--- config.mk ---
export PLATFORM = sky130hd
export DESIGN_NAME = plh_top
export DESIGN_NICKNAME = d
export VERILOG_FILES = /design/src/rtl/plh_pkg.sv /design/src/rtl/plh_top.sv
export SDC_FILE = /design/constraint.sdc
export NUM_CORES = 1
export LEC_CHECK = 0
export BUFFER_PORTS_ARGS = -buffer_cell sky130_fd_sc_hd__clkbuf_2
export CORE_ASPECT_RATIO = 0.7
export CORE_MARGIN = 5
export CORE_UTILIZATION = 30
export CTS_CLUSTER_DIAMETER = 50
export DETAILED_ROUTE_END_ITERATION = 16
export PLACE_DENSITY = 0.5
export SETUP_SLACK_MARGIN = 0.3
export SYNTH_ARGS = -nofsm -noshare
export SYNTH_HDL_FRONTEND = slang
export SYNTH_SLANG_ARGS = --single-unit
--- constraint.sdc ---
create_clock -name mclk -period 4.3 [get_ports mclk]
set_input_delay 0.43 -clock mclk [delete_from_list [all_inputs] [get_ports mclk]]
set_output_delay 0.43 -clock mclk [all_outputs]
set_load 0.05 [all_outputs]
--- src/rtl/plh_pkg.sv ---
// Shared constants and the phase comparator of the lock detector.
package plh_pkg;
	// ************************************************************
	// Register map and fields.
	// ************************************************************
	localparam logic [7:0] OFS_CTRL     = 8'h00;
	localparam logic [7:0] OFS_LOCK_CNT = 8'h04;
	localparam logic [7:0] OFS_WINDOW   = 8'h08;
	localparam logic [7:0] OFS_MANUAL_DAC_VALUE  = 8'h0c;
	localparam logic [7:0] OFS_STATUS   = 8'h10;
	localparam logic [7:0] OFS_IRQ_STAT = 8'h14;
	localparam logic [7:0] OFS_IRQ_MASK = 8'h18;
	localparam int CTRL_MODE_LO  = 0;
	localparam int CTRL_MODE_HI  = 1;
	localparam int CTRL_LLDIS    = 2;
	localparam int CTRL_TRACK    = 3;
	localparam int CTRL_MANEN    = 4;
	localparam int ST_LOCK_BIT   = 0;
	localparam int ST_HOLD_BIT   = 1;
	localparam int IRQ_W         = 4;
	localparam int IRQ_LOCK_GAIN = 0;
	localparam int IRQ_LOCK_LOSS = 1;
	localparam int IRQ_HOLD_IN   = 2;
	localparam int IRQ_HOLD_OUT  = 3;
	// ************************************************************
	// Widths and reset values.
	// ************************************************************
	localparam int CNT_W = 14;
	localparam int WIN_W = 8;
	localparam int DAC_W = 10;
	localparam logic [1:0]       HOLD_MODE_ON  = 2'h2;
	localparam logic [1:0]       MODE_RST      = 2'h0;
	localparam logic [CNT_W-1:0] LOCK_CNT_RST  = 14'h2710;
	localparam logic [WIN_W-1:0] WINDOW_RST    = 8'h04;
	localparam logic [DAC_W-1:0] MANUAL_DAC_VALUE_RST   = 10'h200;
	localparam logic [1:0]       RESP_OKAY     = 2'h0;
	localparam logic [1:0]       RESP_SLVERR   = 2'h2;
	localparam int CLK_PERIOD_NS = 40;
	localparam int SYNC_STAGES   = 3;
	typedef enum logic [1:0] {ST_LOCKING, ST_LOCKED, ST_HOLDOVER} plh_state_t;
endpackage

`timescale 1ns/1ns
`default_nettype none
module plh_phase_cmp #(
	parameter int ERR_W = plh_pkg::WIN_W + 1
) (
	// Clock and reset.
	input  wire logic                      mclk,
	input  wire logic                      rst_b,
	// Edges seen on reference and feedback.
	input  wire logic                      ref_rise,
	input  wire logic                      fb_rise,
	input  wire logic [plh_pkg::WIN_W-1:0] phase_window_size,
	// One result per comparison.
	output logic                           cmp_valid,
	output logic                           cmp_in_window
);
	import plh_pkg::*;
	logic             armed;
	logic             ref_first;
	logic [ERR_W-1:0] err;

	// A comparison opens on whichever edge comes first and closes on the
	// other one. A repeated edge of the same input, or an error count
	// that saturates, closes it as out of window so a dead input cannot
	// leave the detector looking locked.
	always_ff @(posedge mclk or negedge rst_b) begin
		if (!rst_b) begin
			armed         <= 1'b0;
			ref_first     <= 1'b0;
			err           <= '0;
			cmp_valid     <= 1'b0;
			cmp_in_window <= 1'b0;
		end else begin
			cmp_valid <= 1'b0;
			if (!armed) begin
				if (ref_rise && fb_rise) begin
					cmp_valid     <= 1'b1;
					cmp_in_window <= 1'b1;
				end else if (ref_rise || fb_rise) begin
					armed     <= 1'b1;
					ref_first <= ref_rise;
					err       <= ERR_W'(1);
				end
			end else if ((ref_first && fb_rise) || (!ref_first && ref_rise)) begin
				cmp_valid     <= 1'b1;
				cmp_in_window <= err <= {1'b0, phase_window_size};
				armed         <= (ref_rise && fb_rise);
				err           <= ERR_W'(1);
			end else if ((ref_first ? ref_rise : fb_rise) || (&err)) begin
				cmp_valid     <= 1'b1;
				cmp_in_window <= 1'b0;
				armed         <= 1'b0;
				err           <= '0;
			end else begin
				err <= err + ERR_W'(1);
			end
		end
	end
endmodule
`default_nettype wire

--- src/rtl/plh_top.sv ---
// Lock detector and holdover controller with its AXI4-Lite registers.
//
// Added by the designer: the register offsets and the AXI4-Lite slave port.
`timescale 1ns/1ns
`default_nettype none
module plh_top (
	// Clock and reset.
	input  wire logic                      mclk,
	input  wire logic                      rst_b,
	// Reference and feedback at phase-detector rate, reference valid.
	input  wire logic                      ref_clk_in,
	input  wire logic                      fb_clk_in,
	input  wire logic                      ref_present,
	// Tuning code from the running loop, same clock.
	input  wire logic [plh_pkg::DAC_W-1:0] loop_dac,
	// Tuning code out, lock and holdover status.
	output logic [plh_pkg::DAC_W-1:0]      tune_dac,
	output logic                           lock_indicator,
	output logic                           holdover_active,
	output logic                           irq,
	// AXI4-Lite slave.
	input  wire logic [7:0]                s_awaddr,
	input  wire logic                      s_awvalid,
	output logic                           s_awready,
	input  wire logic [31:0]               s_wdata,
	input  wire logic [3:0]                s_wstrb,
	input  wire logic                      s_wvalid,
	output logic                           s_wready,
	output logic [1:0]                     s_bresp,
	output logic                           s_bvalid,
	input  wire logic                      s_bready,
	input  wire logic [7:0]                s_araddr,
	input  wire logic                      s_arvalid,
	output logic                           s_arready,
	output logic [31:0]                    s_rdata,
	output logic [1:0]                     s_rresp,
	output logic                           s_rvalid,
	input  wire logic                      s_rready
);
	import plh_pkg::*;

	// ************************************************************
	// Pin synchronisers.
	// ************************************************************
	logic [2:0] pin_in;
	logic [2:0] pin_q;
	logic [2:0] pin_q_d;
	assign pin_in = {ref_present, fb_clk_in, ref_clk_in};
	genvar g;
	generate
		for (g = 0; g < 3; g = g + 1) begin : g_sync
			logic [SYNC_STAGES-1:0] sh;
			// A change counts only once stages two and three agree.
			always_ff @(posedge mclk or negedge rst_b) begin
				if (!rst_b) begin
					sh        <= '0;
					pin_q[g]   <= 1'b0;
					pin_q_d[g] <= 1'b0;
				end else begin
					sh <= {sh[SYNC_STAGES-2:0], pin_in[g]};
					if (sh[1] == sh[2])
						pin_q[g] <= sh[2];
					pin_q_d[g] <= pin_q[g];
				end
			end
		end
	endgenerate
	logic ref_rise;
	logic fb_rise;
	logic ref_ok;
	assign ref_rise = pin_q[0] & ~pin_q_d[0];
	assign fb_rise  = pin_q[1] & ~pin_q_d[1];
	assign ref_ok   = pin_q[2];

	// ************************************************************
	// Control registers.
	// ************************************************************
	logic [1:0]       holdover_mode;
	logic             lock_loss_holdover_disable;
	logic             track_enable;
	logic             manual_dac_enable;
	logic [CNT_W-1:0] lock_count_threshold;
	logic [WIN_W-1:0] phase_window_size;
	logic [DAC_W-1:0] manual_dac_value;
	logic [IRQ_W-1:0] irq_stat;
	logic [IRQ_W-1:0] irq_mask;
	logic [IRQ_W-1:0] irq_event;
	logic             wr_do;
	logic [7:0]       aw_addr;
	logic [31:0]      w_data;
	logic             aw_held;
	logic             w_held;
	assign wr_do = aw_held && w_held && !s_bvalid;

	always_ff @(posedge mclk or negedge rst_b) begin
		if (!rst_b) begin
			holdover_mode              <= MODE_RST;
			lock_loss_holdover_disable <= 1'b0;
			track_enable               <= 1'b0;
			manual_dac_enable          <= 1'b0;
			lock_count_threshold       <= LOCK_CNT_RST;
			phase_window_size          <= WINDOW_RST;
			manual_dac_value           <= MANUAL_DAC_VALUE_RST;
			irq_mask                   <= '0;
		end else if (wr_do) begin
			case (aw_addr)
				OFS_CTRL: begin
					holdover_mode              <= w_data[CTRL_MODE_HI:CTRL_MODE_LO];
					lock_loss_holdover_disable <= w_data[CTRL_LLDIS];
					track_enable               <= w_data[CTRL_TRACK];
					manual_dac_enable          <= w_data[CTRL_MANEN];
				end
				OFS_LOCK_CNT: lock_count_threshold <= w_data[CNT_W-1:0];
				OFS_WINDOW:   phase_window_size    <= w_data[WIN_W-1:0];
				OFS_MANUAL_DAC_VALUE:  manual_dac_value     <= w_data[DAC_W-1:0];
				OFS_IRQ_MASK: irq_mask             <= w_data[IRQ_W-1:0];
				default: ;
			endcase
		end
	end

	// Sticky status, write one to clear; a new event wins over the clear.
	always_ff @(posedge mclk or negedge rst_b) begin
		if (!rst_b)
			irq_stat <= '0;
		else if (wr_do && aw_addr == OFS_IRQ_STAT)
			irq_stat <= (irq_stat & ~w_data[IRQ_W-1:0]) | irq_event;
		else
			irq_stat <= irq_stat | irq_event;
	end

	always_ff @(posedge mclk or negedge rst_b) begin
		if (!rst_b)
			irq <= 1'b0;
		else
			irq <= |(irq_stat & irq_mask);
	end

	// ************************************************************
	// Lock detector.
	// ************************************************************
	logic             cmp_valid;
	logic             cmp_in_window;
	logic [CNT_W-1:0] lock_cnt;
	logic [CNT_W:0]   cnt_plus;
	logic             cnt_hit;
	plh_state_t       st;
	logic             relock;

	plh_phase_cmp #(.ERR_W(WIN_W + 1)) u_cmp (
		.mclk              (mclk),
		.rst_b             (rst_b),
		.ref_rise          (ref_rise),
		.fb_rise           (fb_rise),
		.phase_window_size (phase_window_size),
		.cmp_valid         (cmp_valid),
		.cmp_in_window     (cmp_in_window)
	);

	assign cnt_plus = {1'b0, lock_cnt} + (CNT_W+1)'(1);
	// Lock time is threshold comparisons at the comparison rate.
	assign cnt_hit  = cmp_valid && cmp_in_window
	                  && cnt_plus >= {1'b0, lock_count_threshold};
	assign relock   = (st == ST_HOLDOVER) && (ref_ok
	                  || holdover_mode != HOLD_MODE_ON);

	always_ff @(posedge mclk or negedge rst_b) begin
		if (!rst_b) begin
			lock_cnt       <= '0;
			lock_indicator <= 1'b0;
		end else if (relock || (cmp_valid && !cmp_in_window)) begin
			lock_cnt       <= '0;
			lock_indicator <= 1'b0;
		end else if (cmp_valid) begin
			if (!(&lock_cnt))
				lock_cnt <= cnt_plus[CNT_W-1:0];
			if (cnt_hit)
				lock_indicator <= 1'b1;
		end
	end

	// ************************************************************
	// Holdover control.
	// ************************************************************
	plh_state_t next_st;
	logic       lock_lost;
	assign lock_lost = cmp_valid && !cmp_in_window;

	always_comb begin
		next_st = st;
		case (st)
			ST_LOCKING:
				if (cnt_hit)
					next_st = ST_LOCKED;
			ST_LOCKED:
				// Only a loss in mode two with detection armed holds.
				if (lock_lost)
					next_st = (holdover_mode == HOLD_MODE_ON
					           && !lock_loss_holdover_disable)
					          ? ST_HOLDOVER : ST_LOCKING;
			ST_HOLDOVER:
				if (relock)
					next_st = ST_LOCKING;
			default: next_st = ST_LOCKING;
		endcase
	end

	always_ff @(posedge mclk or negedge rst_b) begin
		if (!rst_b)
			st <= ST_LOCKING;
		else
			st <= next_st;
	end

	assign irq_event[IRQ_LOCK_GAIN] = cnt_hit && !lock_indicator;
	assign irq_event[IRQ_LOCK_LOSS] = lock_lost && lock_indicator;
	assign irq_event[IRQ_HOLD_IN]   = st != ST_HOLDOVER && next_st == ST_HOLDOVER;
	assign irq_event[IRQ_HOLD_OUT]  = relock;

	// Tracked value follows the loop only while locked and enabled.
	logic [DAC_W-1:0] tracked;
	always_ff @(posedge mclk or negedge rst_b) begin
		if (!rst_b)
			tracked <= MANUAL_DAC_VALUE_RST;
		else if (track_enable && st == ST_LOCKED)
			tracked <= loop_dac;
	end

	always_ff @(posedge mclk or negedge rst_b) begin
		if (!rst_b) begin
			tune_dac        <= MANUAL_DAC_VALUE_RST;
			holdover_active <= 1'b0;
		end else begin
			holdover_active <= st == ST_HOLDOVER;
			if (st != ST_HOLDOVER)
				tune_dac <= loop_dac;
			else if (manual_dac_enable)
				tune_dac <= manual_dac_value;
			else
				tune_dac <= tracked;
		end
	end

	// ************************************************************
	// AXI4-Lite slave.
	// ************************************************************
	always_ff @(posedge mclk or negedge rst_b) begin
		if (!rst_b) begin
			aw_held   <= 1'b0;
			w_held    <= 1'b0;
			s_awready <= 1'b1;
			s_wready  <= 1'b1;
			aw_addr   <= '0;
			w_data    <= '0;
			s_bvalid  <= 1'b0;
			s_bresp   <= RESP_OKAY;
		end else begin
			if (s_awvalid && s_awready) begin
				aw_held   <= 1'b1;
				s_awready <= 1'b0;
				aw_addr   <= s_awaddr;
			end
			if (s_wvalid && s_wready) begin
				w_held   <= 1'b1;
				s_wready <= 1'b0;
				// Registers are narrower than a byte lane group only in
				// width, so a cleared strobe zeroes its lane.
				for (int i = 0; i < 4; i++)
					w_data[i*8 +: 8] <= s_wstrb[i] ? s_wdata[i*8 +: 8] : 8'h00;
			end
			if (wr_do) begin
				s_bvalid <= 1'b1;
				s_bresp  <= (aw_addr <= OFS_IRQ_MASK && aw_addr[1:0] == 2'h0
				             && aw_addr != OFS_STATUS) ? RESP_OKAY : RESP_SLVERR;
			end
			if (s_bvalid && s_bready) begin
				s_bvalid  <= 1'b0;
				aw_held   <= 1'b0;
				w_held    <= 1'b0;
				s_awready <= 1'b1;
				s_wready  <= 1'b1;
			end
		end
	end

	always_ff @(posedge mclk or negedge rst_b) begin
		if (!rst_b) begin
			s_arready <= 1'b1;
			s_rvalid  <= 1'b0;
			s_rdata   <= '0;
			s_rresp   <= RESP_OKAY;
		end else if (s_arvalid && s_arready) begin
			s_arready <= 1'b0;
			s_rvalid  <= 1'b1;
			s_rresp   <= RESP_OKAY;
			s_rdata   <= '0;
			case (s_araddr)
				OFS_CTRL: begin
					s_rdata[CTRL_MODE_HI:CTRL_MODE_LO] <= holdover_mode;
					s_rdata[CTRL_LLDIS] <= lock_loss_holdover_disable;
					s_rdata[CTRL_TRACK] <= track_enable;
					s_rdata[CTRL_MANEN] <= manual_dac_enable;
				end
				OFS_LOCK_CNT: s_rdata[CNT_W-1:0] <= lock_count_threshold;
				OFS_WINDOW:   s_rdata[WIN_W-1:0] <= phase_window_size;
				OFS_MANUAL_DAC_VALUE:  s_rdata[DAC_W-1:0] <= manual_dac_value;
				OFS_STATUS: begin
					s_rdata[ST_LOCK_BIT] <= lock_indicator;
					s_rdata[ST_HOLD_BIT] <= holdover_active;
				end
				OFS_IRQ_STAT: s_rdata[IRQ_W-1:0] <= irq_stat;
				OFS_IRQ_MASK: s_rdata[IRQ_W-1:0] <= irq_mask;
				default:      s_rresp <= RESP_SLVERR;
			endcase
		end else if (s_rvalid && s_rready) begin
			s_rvalid  <= 1'b0;
			s_arready <= 1'b1;
		end
	end
endmodule
`default_nettype wire

# After elaboration in Yosys (flattened, before gate mapping)
# Cells that the tools add are included.
[totals] input_bits=72 regBits=158
[classes] bitwise=11 n_lt_le_gt_ge=3 n_eq_ne=24 reduce_logical=58 mux=57 addsub=2
[op_table] cell="9-bit two-way mux" n=5
[op_table] cell="14-bit two-way mux" n=3
[op_table] cell="8-bit by 5-bit equality test with 1-bit output (second input constant)" n=5
[op_table] cell="8-bit by 4-bit equality test with 1-bit output (second input constant)" n=4
[op_table] cell="1-bit two-way mux" n=31
[op_table] cell="1-bit logical AND" n=22
[op_table] cell="10-bit two-way mux" n=2
[op_table] cell="2-bit AND reduction" n=9
[op_table] cell="8-bit by 3-bit equality test with 1-bit output (second input constant)" n=2
[op_table] cell="8-bit logical NOT" n=2
[op_table] cell="2-bit nonzero test" n=8
[op_table] cell="14-bit by 1-bit adder with 15-bit output (second input constant)" n=1
[op_table] cell="15-bit by 14-bit greater-or-equal comparator with 1-bit output" n=1
[op_table] cell="2-bit case mux with 7 select lines" n=1
[op_table] cell="14-bit AND reduction" n=1
[op_table] cell="2-bit two-way mux" n=6
[op_table] cell="2-bit case mux with 6 select lines" n=1
[op_table] cell="9-bit by 1-bit adder with 9-bit output (second input constant)" n=1
[op_table] cell="9-bit by 8-bit less-or-equal comparator with 1-bit output" n=1
[op_table] cell="3-bit case mux with 3 select lines" n=1
[op_table] cell="9-bit AND reduction" n=1
[op_table] cell="4-bit AND" n=2
[op_table] cell="8-bit by 5-bit less-or-equal comparator with 1-bit output (second input constant)" n=1
[op_table] cell="4-bit two-way mux" n=2
[op_table] cell="22 further kinds" n=42

# Depth between registers and ports, before layout
[depth] ltp_word=9 ltp_mapped=11

# Cells and area by module
# From an unflattened synthesis, not the netlist that was laid out.
[hier_totals] hier_cells=694 hier_area_um2=7652.3
[modules_own_cells] mod="plh_top" instances=1 seq_area_each_um2=3593.4 area_per_inst_um2=6739.0 cells_each=597
[modules_own_cells] mod="plh_phase_cmp" instances=1 seq_area_each_um2=325.3 area_per_inst_um2=913.4 cells_each=97

# Worst setup path after synthesis
# Ideal clock, no wire load.
[synth_timing] kind="flip-flop to flip-flop" start="reg lock_cnt[0]" end="reg irq_stat[0]" path_buffers=1 t_required_ns=4.182 stages_incl_launch_ff=12 arrival_time_ns=2.503 path_slack_ns=1.679 setup_time_ns=0.118 path_cell_list="dfrtp_1 ha_1 clkbuf_1 nand3_1 nor2_1 xor2_1 ha_1 a21o_1 a221oi_1 o21ai_0 a211o_1 a21o_1"
[synth_between] elab_chain_cells=6 elab_cells_between_ends=7 classes_between="add/sub (1); order compare (1); mux (1); bitwise (2); reduce/logical (2)"
[synth_rtl] element="from (decl)" line_no="plh_top.sv:144" source="logic [CNT_W-1:0] lock_cnt;"
[synth_rtl] element="from (signal assigned)" line_no="plh_top.sv:176" source="lock_cnt <= cnt_plus[CNT_W-1:0];"
[synth_rtl] element="14-bit by 1-bit adder with 15-bit output (*)" line_no="plh_top.sv:160" source="assign cnt_plus = {1'b0, lock_cnt} + (CNT_W+1)'(1);"
[synth_rtl] element="15-bit by 14-bit greater-or-equal comparator with 1-bit output (*)" line_no="plh_top.sv:163" source="&& cnt_plus >= {1'b0, lock_count_threshold};"
[synth_rtl] element="1-bit logical AND (*)" line_no="plh_top.sv:163"
[synth_rtl] element="1-bit logical AND (*)" line_no="plh_top.sv:215" source="assign irq_event[IRQ_LOCK_GAIN] = cnt_hit && !lock_indicator;"
[synth_rtl] element="4-bit OR (on tied branches)" line_no="plh_top.sv:129, plh_top.sv:127"
[synth_rtl] element="4-bit two-way mux (*)" line_no="plh_top.sv:126" source="else if (wr_do && aw_addr == OFS_IRQ_STAT)"
[synth_rtl] element="to (signal assigned)" line_no="plh_top.sv:127" source="irq_stat <= (irq_stat & ~w_data[IRQ_W-1:0]) | irq_event;"
[synth_rtl] element="to (signal assigned)" line_no="plh_top.sv:129" source="irq_stat <= irq_stat | irq_event;"
[synth_rtl] element="to (decl)" line_no="plh_top.sv:85" source="logic [IRQ_W-1:0] irq_stat;"
# Every way passes the cells marked *; elsewhere a longest branch is shown, timed or not.
# A chain may end at the register's enable or synchronous reset.

# Worst setup path after layout
[layout_timing] start="reg lock_cnt[2]" end="reg irq_stat[0]"
# The elaborated chain is that of the path after synthesis.

==> impl_metrics.ini <==
[synth]
synthTopCellsByArea = dfrtp_1 (48%), mux2_2 (8.0%), ha_1 (4.5%)
yosys_warnings = 0
ys.flop_type = dfrtp_1
async_reset_ff_share_pct = 100
yosysMostFrequentCell = dfrtp_1
synthCells = 682
synth_commonest_cells = dfrtp_1 (144), nand2_1 (87), mux2_2 (54)
ys_seq_area_share_pct = 51.8
synth.largest_area_cell = dfrtp_1
synth-seq-cells = 156
synth_edf_count = 0
synth.distinct_cells = 67
synth_area_sq_um = 7570
yosysTopAreaCellShare_pct = 47.6
postSynthAreaPerCell_sq_um = 11.1

[clocking]
cts_root_buffer = clkbuf_16
cts.sinks = 156
cts_resized = 0
path_clk_slew_ps = 60
cts_setup_buffers = 0
clock_latency_ps = 420
cts.htree.levels = 4
cts_tree = done
postCtsHoldBufs = 0
cts_buffers = 17
clockBufferDepth = 2

[timing]
max_freq_mhz = 325
setup_viol = 0
slew_viol_final = 0
setup_tns_ps = 0
slew_headroom_pct = 31.6
rsz0062_at_grt = false
worstMarginPinSlew_ps = 1030
period_needed_ps = 3080
clock_skew_ps = 9.16
hold_violations = 0
period_share_pct = 71.6

[worst_setup_path]
endpoint_kind = flop
reg2reg_to = irq_stat[0]
crit_chain = and4_1 > nand3_1 > nor2_1 > xor2_1 > ha_1 > a21o_1 > a221oi_1 > o21ai_0 > a211o_1 > a21o_1
cp_slowest_cell = dfrtp_1
critPathMaxFanout = 8
cp_top_family = compound AO/OA/AOI/OAI gates
crit_type = reg2reg
reg2regPathDepth = 10
crit_path_max_incr_delay_ps = 470
r2r_slack_ps = 1220
required_ps = 4610
startpoint_type = flop
cpMostUsedCell = a21o_1
worst_ep_arrival_time_ps = 3390
path_buf_inv = 0
reg2reg_from = lock_cnt[2]

[grt]
grt_max_degree = 106
grt_pass1_wl_um = 29200
first_global_vias = 5159
grtUsageTotal_pct = 13.2
grt_antenna_before_repair = 0
grt_overflow_total = 0

[cells_and_area]
synthToLayoutAreaGrowth_pct = 16.4
drive_above_1_share_pct = 25.4
final_cells = 1103
finalNetCount = 864
multiInputGateArea_sq_um = 3330
ff_latch_area_sq_um = 3920
final_util_pct = 35.6
antenna_cells = 0
nFillCells = 2476

[routing]
first_iter_violations = 326
drtAntennaViolNets = 0
route.detailed.drc = 0
vias = 5229
drt-pass1-iter-count = 5
via_per_inst = 4.74
wl_um = 18200
wl_per_cell_um = 16.5

[placed_design]
dp.cells = 1071
finalWeightedCongestion = 0.783
dp_hpwl_um = 13500
io_buffers = 85

[floorplan]
die_h_um = 143
io_pins = 126
die-area_sq_um = 28600
initial_core_util_pct = 30.6
num_rows = 48
die-width_um = 200
design.core.area_sq_um = 24700

[power_and_ir_drop]
power.leakage_uw = 0.00412
vdd_ir_drop_max_v = 0.000274
power.density_nw_per_um2 = 501

[job]
drv_cap = 0

[hold_path]
hold-path-endpoint = g_sync[0].sh[0]
hp-class = in2reg
whs_path_depth = 1
hp-start = ref_clk_in

[outcome]
status = completed
## per-stage QoR
stage	instance area (sq um)	power (uW)	hold WS, ps	setup slack [ps]
floorplan	7640	2670	134	1680
global placement	8250	2980	335	1220
detailed placement	8250	2990	338	1180
CTS	8810	4470	88.1	1170
global route	8810	4680	86.7	940
finish	8810	4420	117	1220
## cell type report
class                   count  area share, %
multi-input cells         467           37.8
inverters                  36           1.53
flip-flops and latches    156           44.5
well taps                 325           4.62
clock inverters             7           1.04
repair buffers             87           5.21
clock buffers              25           5.28
## worst max path at each step
| stage | start | end | slack [ps] | depth (start not counted) |
|---|---|---|---|---|
| after CTS | lock_cnt[2] | irq_stat[0] | 1170 | 10 |
| after global placement | lock_cnt[2] | irq_stat[0] | 1220 | 10 |
| final | lock_cnt[2] | irq_stat[0] | 1220 | 10 |
| after detailed placement | lock_cnt[0] | irq_stat[0] | 1180 | 10 |
| after floorplan | lock_cnt[0] | irq_stat[0] | 1680 | 11 |
| after global routing | lock_cnt[0] | irq_stat[0] | 940 | 10 |
## logic make-up after synthesis
| family | Yosys count | share of synthesized area, % |
|---|---|---|
| multiplexers | 83 | 12.7 |
| adder cells (fa/ha/maj) | 30 | 4.86 |
| flip-flops | 156 | 51.8 |
| other | 1 | 0.0495 |
| AO/OA/AOI/OAI | 135 | 11.4 |
| buffers and inverters | 78 | 5.14 |
| AND/OR/NAND/NOR | 186 | 12.5 |
| XOR/XNOR | 13 | 1.50 |
## placed cells by master (no fill, tap or decap), types with 5 or more instances in the layout
cell       instances
mux2_2            54
clkbuf_16         17
a22oi_1            7
o21ai_0           52
or3_1              5
nand2_1           87
clkbuf_2          84
inv_1             36
a21o_1             8
xnor2_1           10
nand2b_1          10
nor3_1             6
nand3_1           13
and3_1            10
nand4_1            7
dfstp_2           12
dfrtp_1          144
conb_1            20
ha_1              27
a21oi_1           22
nor2_1            17
mux2i_1           19
clkbuf_1           7
mux2_4             8
a22o_1            13
## report_power, final
part / switching (uW) / leakage, uW / internal [uW]
logic: 571 / 0.00185 / 383
clock network: 590 / 0.000269 / 869
registers: 272 / 0.00200 / 1730
total: 1430 / 0.00412 / 2980
## flip-flops by register name (all words and copies together), names as in the netlist, 4 cells and up
name                  count
manual_dac_value         10
u_cmp.err                 9
tracked                  10
irq_mask                  4
irq_stat                  4
tune_dac                 10
w_data                   14
g_sync.sh                 9
phase_window_size         8
s_rdata                  14
aw_addr                   8
lock_count_threshold     14
lock_cnt                 14
## layer usage
layer / global-route usage (%) / vias up / share of wire (%)
li1: - / 2563 / -
met1: 21.7 / 2551 / 55
met2: 16.8 / 105 / 39
met3: 3.30 / 10 / 5.6
met4: 3.00 / 0 / 0.73
met5: 0 / - / 0
No activity file was read; power rests on OpenSTA's default activity.
